[config.mk]
export PLATFORM = sky130hd
export DESIGN_NAME = sfr_space_map_select
export DESIGN_NICKNAME = d
export VERILOG_FILES = /design/src/sfr_space_pkg.sv /design/src/sfr_dec_if.sv /design/src/sfr_area_decode.sv /design/src/sfr_space_map_select.sv
export VERILOG_INCLUDE_DIRS = /design/src
export SDC_FILE = /design/constraint.sdc
export NUM_CORES = 1
export LEC_CHECK = 0
export BUFFER_PORTS_ARGS = -buffer_cell sky130_fd_sc_hd__buf_2
export CORE_MARGIN = 8
export CORE_UTILIZATION = 40
export CTS_CLUSTER_SIZE = 24
export DETAILED_ROUTE_END_ITERATION = 12
export PLACE_DENSITY = 0.68
export SYNTH_ARGS = -nofsm -noshare
export SYNTH_HDL_FRONTEND = slang
export SYNTH_HIERARCHICAL = 1
export SYNTH_SLANG_ARGS = --single-unit
[constraint.sdc]
create_clock -name SYS_CLK_I -period 1.7 [get_ports SYS_CLK_I]
set_input_delay 0.255 -clock SYS_CLK_I [delete_from_list [all_inputs] [get_ports SYS_CLK_I]]
set_output_delay 0.255 -clock SYS_CLK_I [all_outputs]
set_load 0.02 [all_outputs]
[src/sfr_space_defs.svh]
// Constants for the SFR space decoder and the system control register
// Summary of operation
// Map-select set steers SFR accesses to the mapped area, clear to standard.
// Only software writes change the map-select bit; hardware never alters it.
// Reserved system control bits read as zero; software writes zeros there.
// SFR addresses with low three bits zero support bit set, clear, test.
// Bit-addressable SFR portion provides 128 individually addressable bits.
// Reset loads system control bit 5 and bit 0 to one, bit 4 zero.
// System control holds map select bit 4, latch bit 5, xram map bit 0.
// All registers except PC and four register banks live in SFR space.
// SFRs occupy direct addresses 0x80 through 0xff.
`ifndef SFR_SPACE_DEFS_SVH
`define SFR_SPACE_DEFS_SVH

`define SYSCTL0_ADDR 8'h8f
`define SYSCTL0_RESET 8'h21
`define SYSCTL0_IMPL_MASK 8'h31
`define SYSCTL0_MAP_BIT 4
`define SYSCTL0_ALE_BIT 5
`define SYSCTL0_XMAP_BIT 0
`define SFR_SPACE_BIT 7
`define BIT_POS_W 3
`define SFR_BIT_COUNT 128

`endif

[src/sfr_space_pkg.sv]
// Types shared by the SFR space decoder modules
package sfr_space_pkg;
    typedef enum logic [1:0] {
        ST_IDLE,
        ST_READ,
        ST_WRITE,
        ST_DONE
    } acc_state_e;

    typedef enum logic [1:0] {
        BIT_TEST,
        BIT_CLEAR,
        BIT_SET,
        BIT_NONE
    } bit_op_e;
endpackage

[src/sfr_dec_if.sv]
// Decode request and result between the top and the address decoder
`timescale 1ns/100ps
interface sfr_dec_if;
    logic [7:0] addr;
    logic bit_mode;
    logic map_sel;
    logic sfr_hit;
    logic ctrl_hit;
    logic [7:0] byte_addr;
    logic [2:0] bit_pos;

    modport dec (
        input addr,
        input bit_mode,
        input map_sel,
        output sfr_hit,
        output ctrl_hit,
        output byte_addr,
        output bit_pos
    );
    modport user (
        output addr,
        output bit_mode,
        output map_sel,
        input sfr_hit,
        input ctrl_hit,
        input byte_addr,
        input bit_pos
    );
endinterface

[src/sfr_area_decode.sv]
// Direct address decoder for byte and bit accesses to the SFR space
`timescale 1ns/100ps
`include "sfr_space_defs.svh"
module sfr_area_decode (
    sfr_dec_if.dec dif  // Decode request and result
);
    // Bit address to owning byte: low three bits select the bit
    function automatic logic [7:0] bit_byte(input logic [7:0] a);
        bit_byte = {a[7:`BIT_POS_W], 3'h0};
    endfunction

    function automatic logic is_sfr(input logic [7:0] a);
        is_sfr = a[`SFR_SPACE_BIT];
    endfunction

    logic [7:0] eff_addr;

    // 16 bit-addressable bytes of 8 bits give the full bit space
    assign eff_addr = dif.bit_mode ? bit_byte(dif.addr) : dif.addr;
    assign dif.byte_addr = eff_addr;
    assign dif.bit_pos = dif.addr[`BIT_POS_W-1:0];
    assign dif.sfr_hit = is_sfr(eff_addr);
    // Control register answers in both maps so software can always leave one
    assign dif.ctrl_hit = is_sfr(eff_addr) && !dif.bit_mode
        && (eff_addr == `SYSCTL0_ADDR);
endmodule

[src/sfr_space_map_select.sv]
// SFR space access sequencer with system control register and map select
`timescale 1ns/100ps
`include "sfr_space_defs.svh"
module sfr_space_map_select (
    input wire logic SYS_CLK_I,         // System clock
    input wire logic RST_I,             // Synchronous reset, active high
    input wire logic [7:0] CPU_ADDR_I,  // Direct byte or bit address
    input wire logic CPU_RD_I,          // Byte read request
    input wire logic CPU_WR_I,          // Byte write request
    input wire logic CPU_BIT_I,         // Bit access request
    input wire logic [1:0] CPU_BIT_OP_I, // 0 test, 1 clear, 2 set
    input wire logic [7:0] CPU_WDATA_I, // Byte write data
    output logic [7:0] CPU_RDATA_O,     // Read data or tested bit in bit 0
    output logic CPU_ACK_O,             // Access complete pulse
    output logic CPU_BUSY_O,            // Sequencer not idle
    output logic STD_SEL_O,             // Standard area selected
    output logic MAP_SEL_O,             // Mapped area selected
    output logic [7:0] PER_ADDR_O,      // Peripheral byte address
    output logic [7:0] PER_WDATA_O,     // Peripheral write data
    output logic PER_RD_O,              // Peripheral read strobe
    output logic PER_WR_O,              // Peripheral write strobe
    input wire logic [7:0] STD_RDATA_I, // Standard area read data
    input wire logic [7:0] MAP_RDATA_I, // Mapped area read data
    output logic SFR_MAP_SELECT_O,      // Current map select bit
    output logic ADDRESS_LATCH_OUTPUT_CONTROL_O, // Latch output control bit
    output logic XRAM_MAP_CONTROL_O     // External RAM map control bit
);
    sfr_space_pkg::acc_state_e state_reg, state_next;
    sfr_space_pkg::bit_op_e op_reg, op_next;
    logic [7:0] system_control_zero_reg, system_control_zero_next;
    logic [7:0] addr_reg, addr_next;
    logic [7:0] data_reg, data_next;
    logic [2:0] pos_reg, pos_next;
    logic map_reg, map_next;
    logic sfr_reg, sfr_next;
    logic ctrl_reg, ctrl_next;
    logic [7:0] rd_byte;
    logic req;
    logic take;
    logic ctrl_wr;
    logic [7:0] rdata_reg, rdata_next;

    sfr_dec_if dif ();

    sfr_area_decode u_decode (
        .dif(dif)
    );

    assign dif.addr = CPU_ADDR_I;
    assign dif.bit_mode = CPU_BIT_I;
    assign dif.map_sel = system_control_zero_reg[`SYSCTL0_MAP_BIT];
    assign req = CPU_RD_I || CPU_WR_I || CPU_BIT_I;
    // Only the idle sequencer takes a request; one still held when it returns to idle is taken again
    assign take = (state_reg == sfr_space_pkg::ST_IDLE) && req;

    // Read source for the captured access
    always_comb begin
        if (ctrl_reg) begin
            rd_byte = system_control_zero_reg & `SYSCTL0_IMPL_MASK;
        end else if (!sfr_reg) begin
            rd_byte = 8'h00;
        end else if (map_reg) begin
            rd_byte = MAP_RDATA_I;
        end else begin
            rd_byte = STD_RDATA_I;
        end
    end

    // Map is sampled per access, so a control write only steers
    // requests taken after its acknowledge
    always_comb begin
        addr_next = addr_reg;
        pos_next = pos_reg;
        map_next = map_reg;
        sfr_next = sfr_reg;
        ctrl_next = ctrl_reg;
        if (take) begin
            addr_next = dif.byte_addr;
            pos_next = dif.bit_pos;
            map_next = dif.map_sel;
            sfr_next = dif.sfr_hit;
            ctrl_next = dif.ctrl_hit;
        end
    end

    always_ff @(posedge SYS_CLK_I) begin
        if (RST_I) begin
            addr_reg <= 8'h00;
            pos_reg <= 3'h0;
            map_reg <= 1'b0;
            sfr_reg <= 1'b0;
            ctrl_reg <= 1'b0;
        end else begin
            addr_reg <= addr_next;
            pos_reg <= pos_next;
            map_reg <= map_next;
            sfr_reg <= sfr_next;
            ctrl_reg <= ctrl_next;
        end
    end

    always_comb begin
        state_next = state_reg;
        op_next = op_reg;
        data_next = data_reg;
        case (state_reg)
            sfr_space_pkg::ST_IDLE: begin
                if (take) begin
                    data_next = CPU_WDATA_I;
                    if (CPU_BIT_I) begin
                        op_next = sfr_space_pkg::bit_op_e'(CPU_BIT_OP_I);
                        state_next = sfr_space_pkg::ST_READ;
                    end else if (CPU_WR_I) begin
                        op_next = sfr_space_pkg::BIT_NONE;
                        state_next = sfr_space_pkg::ST_WRITE;
                    end else begin
                        op_next = sfr_space_pkg::BIT_NONE;
                        state_next = sfr_space_pkg::ST_READ;
                    end
                end
            end
            sfr_space_pkg::ST_READ: begin
                case (op_reg)
                    sfr_space_pkg::BIT_TEST: begin
                        data_next = {7'h00, rd_byte[pos_reg]};
                        state_next = sfr_space_pkg::ST_DONE;
                    end
                    sfr_space_pkg::BIT_CLEAR: begin
                        data_next = rd_byte & ~(8'h01 << pos_reg);
                        state_next = sfr_space_pkg::ST_WRITE;
                    end
                    sfr_space_pkg::BIT_SET: begin
                        data_next = rd_byte | (8'h01 << pos_reg);
                        state_next = sfr_space_pkg::ST_WRITE;
                    end
                    default: begin
                        data_next = rd_byte;
                        state_next = sfr_space_pkg::ST_DONE;
                    end
                endcase
            end
            sfr_space_pkg::ST_WRITE: begin
                data_next = 8'h00;
                state_next = sfr_space_pkg::ST_IDLE;
            end
            sfr_space_pkg::ST_DONE: begin
                state_next = sfr_space_pkg::ST_IDLE;
            end
            default: begin
                state_next = sfr_space_pkg::ST_IDLE;
            end
        endcase
    end

    always_ff @(posedge SYS_CLK_I) begin
        if (RST_I) begin
            state_reg <= sfr_space_pkg::ST_IDLE;
            op_reg <= sfr_space_pkg::BIT_NONE;
            data_reg <= 8'h00;
        end else begin
            state_reg <= state_next;
            op_reg <= op_next;
            data_reg <= data_next;
        end
    end

    // Only a software write reaches the map select bit
    assign ctrl_wr = (state_reg == sfr_space_pkg::ST_WRITE) && ctrl_reg;

    // Reserved bits are never stored, so they always read back as zero
    always_comb begin
        system_control_zero_next = system_control_zero_reg;
        if (ctrl_wr) begin
            system_control_zero_next =
                data_reg & `SYSCTL0_IMPL_MASK;
        end
    end

    always_ff @(posedge SYS_CLK_I) begin
        if (RST_I) begin
            system_control_zero_reg <= `SYSCTL0_RESET;
        end else begin
            system_control_zero_reg <= system_control_zero_next;
        end
    end

    // Read result kept in a flip-flop for the acknowledge cycle only;
    // zero elsewhere so a stale byte never reaches the CPU
    always_comb begin
        rdata_next = 8'h00;
        if ((state_reg == sfr_space_pkg::ST_READ)
                && (state_next == sfr_space_pkg::ST_DONE)) begin
            rdata_next = data_next;
        end
    end

    always_ff @(posedge SYS_CLK_I) begin
        if (RST_I) begin
            rdata_reg <= 8'h00;
        end else begin
            rdata_reg <= rdata_next;
        end
    end

    logic active;
    logic per_ok;
    assign active = (state_reg == sfr_space_pkg::ST_READ)
        || (state_reg == sfr_space_pkg::ST_WRITE);
    // Non-SFR and control accesses never disturb the peripheral areas
    assign per_ok = active && sfr_reg && !ctrl_reg;
    assign STD_SEL_O = per_ok && !map_reg;
    assign MAP_SEL_O = per_ok && map_reg;
    assign PER_RD_O = per_ok && (state_reg == sfr_space_pkg::ST_READ);
    assign PER_WR_O = per_ok && (state_reg == sfr_space_pkg::ST_WRITE);
    assign PER_ADDR_O = addr_reg;
    assign PER_WDATA_O = data_reg;
    assign CPU_ACK_O = (state_reg == sfr_space_pkg::ST_WRITE)
        || (state_reg == sfr_space_pkg::ST_DONE);
    assign CPU_BUSY_O = (state_reg != sfr_space_pkg::ST_IDLE);
    assign CPU_RDATA_O = rdata_reg;
    assign SFR_MAP_SELECT_O = system_control_zero_reg[`SYSCTL0_MAP_BIT];
    assign ADDRESS_LATCH_OUTPUT_CONTROL_O =
        system_control_zero_reg[`SYSCTL0_ALE_BIT];
    assign XRAM_MAP_CONTROL_O =
        system_control_zero_reg[`SYSCTL0_XMAP_BIT];
endmodule

After elaboration in Yosys (flattened, before gate mapping)
Index checks and enable logic that the tools add are counted.

word-level totals
  register bits = 37
  input bits = 39
  output and inout bits = 33
  word-level logic and storage cells = 63

operators by class
  $lt $le $gt $ge = 1
  equal/unequal tests = 7
  shifts and indexed selects = 1
  mux-type cells = 15
  bitwise logic cells = 4
  reductions and logical operators = 25

operators with widths
  kind                   number
  $pmux W8 S3            2
  $mux W8                4
  $logic_and A1 B1 Y1    11
  $and A8 B8 Y8          1
  $eq A2 B2 Y1 const B   4
  $eq A8 B8 Y1 const B   1
  $mux W2                4
  $not A8 Y8             1
  $or A8 B8 Y8           1
  $shl A1 B3 Y8 const A  1
  $pmux W2 S3            1
  $reduce_or A2 Y1       3
  $eq A2 B1 Y1 const B   2
  $logic_not A2 Y1       2
  $logic_or A1 B1 Y1     4
  $lt A3 B4 Y1 const B   1
  $bmux W1 S3            1
  $logic_not A1 Y1       3
  $mux W3                1
  $mux W1                2
  $reduce_and A2 Y1      1
  $reduce_bool A2 Y1     1
  $not A1 Y1             1

Depth between registers and ports, before layout
  depth after elaboration = 9
  gate-level depth with buffers = 8
  depth with buffers taken out = 7

Modules after synthesis
Netlist, hierarchy kept.

modules (own cells, without submodules)
  module                instances  cells an instance  area an instance (um^2)  sequential area each (um^2)
  sfr_space_map_select  1          245                2042.0                   740.7
  sfr_area_decode       1          15                 113.9                    0.0

Worst setup path after synthesis
No wires, ideal clock.

  kind = register to register
  from = reg op_reg[0]
  to = reg data_reg[0], in the netlist PER_WDATA_O[0]
  library setup time = 130 ps
  arrival = 1585 ps
  data required time = 1570 ps
  slack = -15 ps
  cell stages (with the launch flop) = 9
  path buffers = 1
  clock period less this slack = 1715 ps
  cell sequence = dfxtp_1 inv_1 ha_1 or2_2 clkbuf_1 o21ai_0 o221ai_1 a41oi_1 nor3_1

on the way
  cells in the longest elaborated chain, start to end = 3
  elaborated cells between the ends (all ways) = 5
  classes of those cells = eq/ne (2); mux (2); reduce/logical (1)

ends and longest elaborated chain
  item                                  RTL line                     source
  start: declaration                    sfr_space_map_select.sv:29   sfr_space_pkg::bit_op_e op_reg, op_next;
  start signal: assignment              sfr_space_map_select.sv:158  op_reg <= sfr_space_pkg::BIT_NONE;
  start signal: assignment              sfr_space_map_select.sv:162  op_reg <= op_next;
  $eq A2 B2 Y1 (tied with other cells)  sfr_space_map_select.sv:123  case (op_reg)
  $pmux W8 S3 *                         sfr_space_map_select.sv:123
  $pmux W8 S3 *                         sfr_space_map_select.sv:106  case (state_reg)
  end signal: assignment                sfr_space_map_select.sv:163  data_reg <= data_next;
  end: declaration                      sfr_space_map_select.sv:32   logic [7:0] data_reg, data_next;

Mark *: on every way between the ends. The rest lies on a longest branch, timed or not.
A chain may end at the register's enable or synchronous reset.

Worst setup path after layout
  from = reg state_reg[0]
  to = out CPU_ACK_O

on the way
  cells in the longest elaborated chain, start to end = 2
  elaborated cells between the ends (all ways) = 3
  classes of those cells = eq/ne (2); reduce/logical (1)

ends and longest elaborated chain
  item                             RTL line                                                  source
  start: declaration               sfr_space_map_select.sv:28                                sfr_space_pkg::acc_state_e state_reg, state_next;
  start signal: assignment         sfr_space_map_select.sv:157                               state_reg <= sfr_space_pkg::ST_IDLE;
  start signal: assignment         sfr_space_map_select.sv:161                               state_reg <= state_next;
  $eq A2 B2 Y1 (on tied branches)  sfr_space_map_select.sv:217, sfr_space_map_select.sv:218
  $logic_or A1 B1 Y1 *             sfr_space_map_select.sv:218                               || (state_reg == sfr_space_pkg::ST_DONE);
  end: declaration                 sfr_space_map_select.sv:14                                output logic CPU_ACK_O,

Marked as above.

==> metrics.cfg <==
[status]
status=finished, final reports clean

[final_layout]
area_delta_synth_final_pct=26.5
drive_gt1_share_pct=40.1
stdcell_count=402
fillers=530
diodes=0
most-common-layout-cells=buf_2 (71), nand2_1 (39), dfxtp_1 (32), a21oi_1 (32), nor2_1 (20)
fin_nets=378
final_area_um2=2730
fin_util_pct=53.1
layout_commonest_cell=buf_2

[worst_setup_path]
critPathMaxStageDelay_ns=0.37
crit_type=register to output pin
arrival_ns=1.40
required_ns=1.44
start_kind=register
rrSetupSlack_ns=0.05
crit_chain=inv_1 > ha_2 > or2_2 > buf_2
cp_slowest_cell=dfxtp_4
end_kind=output pin
crit_fanout=5

[global_route]
track_usage_pct=15.7
grt_overflow=0
grt_pass1_wl_um=9740
grt_pass1_vias=2047
grt_max_degree=18
antenna_found_initial=0

[floorplanning]
die_w_um=89.4
fp.dieArea_um2=8000
rows=26
start_util_pct=41.9
core_um2=5140
ios=72
die-height_um=89.4

[pwr]
power_frac_comb_pct=29.4
swShare_pct=33.5
ir_drop_mv=0.397
power_density_nw_per_um2=822
leakagePower_uw=0.00125
power_switching_uw=750
internal-power_uw=1490
p_total_uw=2240
pwr-share-seq_pct=43.7
clkPwrFrac_pct=26.9

[sta]
setup_viol_count_final=0
drv_slew=0
rsz0062_at_grt=yes
tightest_slew_ns=0.377
slew_headroom_pct=74.8
fin_skew_ns=0.0108
fmax_ghz=0.604
finalCritPeriodShare_pct=97.3
final_hold_viol_count=0
period_minus_slack_ns=1.65

[drt]
vias=2123
ant_nets=0
drc=0
avgRoutedWirePerCell_um=15.6
drt_iter0_markers=176
drtPass1Iterations=4
totalWireLength_um=6270
vias_per_cell=5.28

[synth]
ys_seq_area_share_pct=34.4
syn_area_per_cell_um2=8.29
ys_async_sr_fraction_pct=0
ys_ff_latch=37
ys.flop_type=dfxtp_1
synth_area_leaders=dfxtp_1 (34%), a21oi_1 (7.4%), nand2_1 (6.8%)
syn_inst=260
ys_types=50
yosysTopAreaCellShare_pct=34.4
synth.largest_area_cell=dfxtp_1
netlist_area_um2=2160
ys_warn_count=6
synth-edff-count=0
syn_nets=307

[place]
routabilityCongestion=0.863
portBuffers=71
placed_cell_area_um2=2580
dpl.cell_count=393
dp.final_hpwl_um=4890

[clock_network]
clockRootBuffer=clkbuf_8
cts_buffers=5
cts.reportedPaths.clkPinSlew_ns=0.08
clock-sinks=37
cts_tree=built
clock_latency_ns=0.29
cts.htree.levels=2
clockBufferDepth=2
cts_hold_buf=0

[job]
maxCapViolCount=0

[worst_hold_path]
hp-class=primary input to register

per-layer routing:
metal / up-vias / track usage, % / routed length (um) / share of wire (%)
met5: - / 0 / 0 / 0
met4: 0 / 6.34 / 122 / 1.9
met3: 14 / 3.58 / 464 / 7.4
met2: 80 / 26.3 / 3010 / 48
met1: 975 / 19.0 / 2670 / 43
li1: 1054 / - / - / -
Yosys cell counts (2+ instances only):
master	number
buf_2	4
nor2_1	20
a21oi_1	32
clkbuf_1	7
o22ai_1	2
a211oi_1	2
dfxtp_1	37
nand3b_1	3
nand2_1	39
inv_1	9
nand3_1	3
mux2_2	6
and3_1	5
o21ai_0	4
and2_1	2
mux2i_1	3
buf_4	12
a221oi_1	2
or2_2	3
or3b_2	2
a211o_1	2
nor2b_1	4
a22o_1	6
nor3_1	7
a21o_1	2
nand2b_1	4
and3b_1	3
a221oi_2	5
ha_1	8
o31a_1	2
per-stage QoR:
step	setup TNS [ns]	hold WS [ns]	setup slack [ns]
after floorplan	0	0.383	0.0349
after global placement	0	0.441	0.0481
after global routing	-0.0441	0.209	-0.0180
after detailed placement	0	0.446	0.00991
final	0	0.196	0.0452
after CTS	0	0.188	0.00195
worst paths after layout:
kind                            cells past startpoint        endpoint             from
worst max-delay path                                4       CPU_ACK_O     state_reg[0]
worst min-delay path                                3       op_reg[1]  CPU_BIT_OP_I[1]
worst max register to register                      4  CPU_RDATA_O[0]        op_reg[1]
worst min register to register                      2   PER_ADDR_O[3]    PER_ADDR_O[3]
layout make-up:
type	instances	area, um^2	share of cell area [%]
Multi-Input combinational cell	189	1280	46.9
Sequential cell	37	749	27.5
Timing Repair Buffer	89	494	18.1
Tap cell	70	87.6	3.21
Clock buffer	6	72.6	2.66
Inverter	9	33.8	1.24
Clock inverter	2	10.0	0.367
worst max-delay path: cells and delay by family, from the launching register on:
kind,cells,cell delay [ns]
buffers and inverters,2,0.25
DFF,1,0.37
adders and majority gates,1,0.21
and+or+nand+nor,1,0.27
logic make-up (layout without fill, tap and decap cells):
family | count (synthesis) | after routing | share of synthesized area (%)
AOI/OAI and AO/OA | 69 | 69 | 23.0
buffers and inverters | 34 | 106 | 8.59
adders and majority gates | 8 | 8 | 4.64
DFF | 37 | 37 | 34.4
and+or+nand+nor | 103 | 103 | 24.9
muxes | 9 | 9 | 4.53
power groups by stage:
| stage | clock (uW) | sequential [uW] | combinational [uW] |
|---|---|---|---|
| after global routing | 650 | 989 | 716 |
| after detailed placement | 0 | 995 | 623 |
| after global placement | 0 | 995 | 617 |
| after CTS | 613 | 977 | 627 |
| after floorplan | 0 | 1030 | 374 |
| final | 603 | 981 | 658 |
timing repair:
item | CTS | global route
pin swaps | 0 | 1
setup buffers | 0 | 1
setup endpoints to repair | 2 | 19
resized for setup | 2 | 17
cloned | 0 | 0
Power figures use the tool's default switching activity.
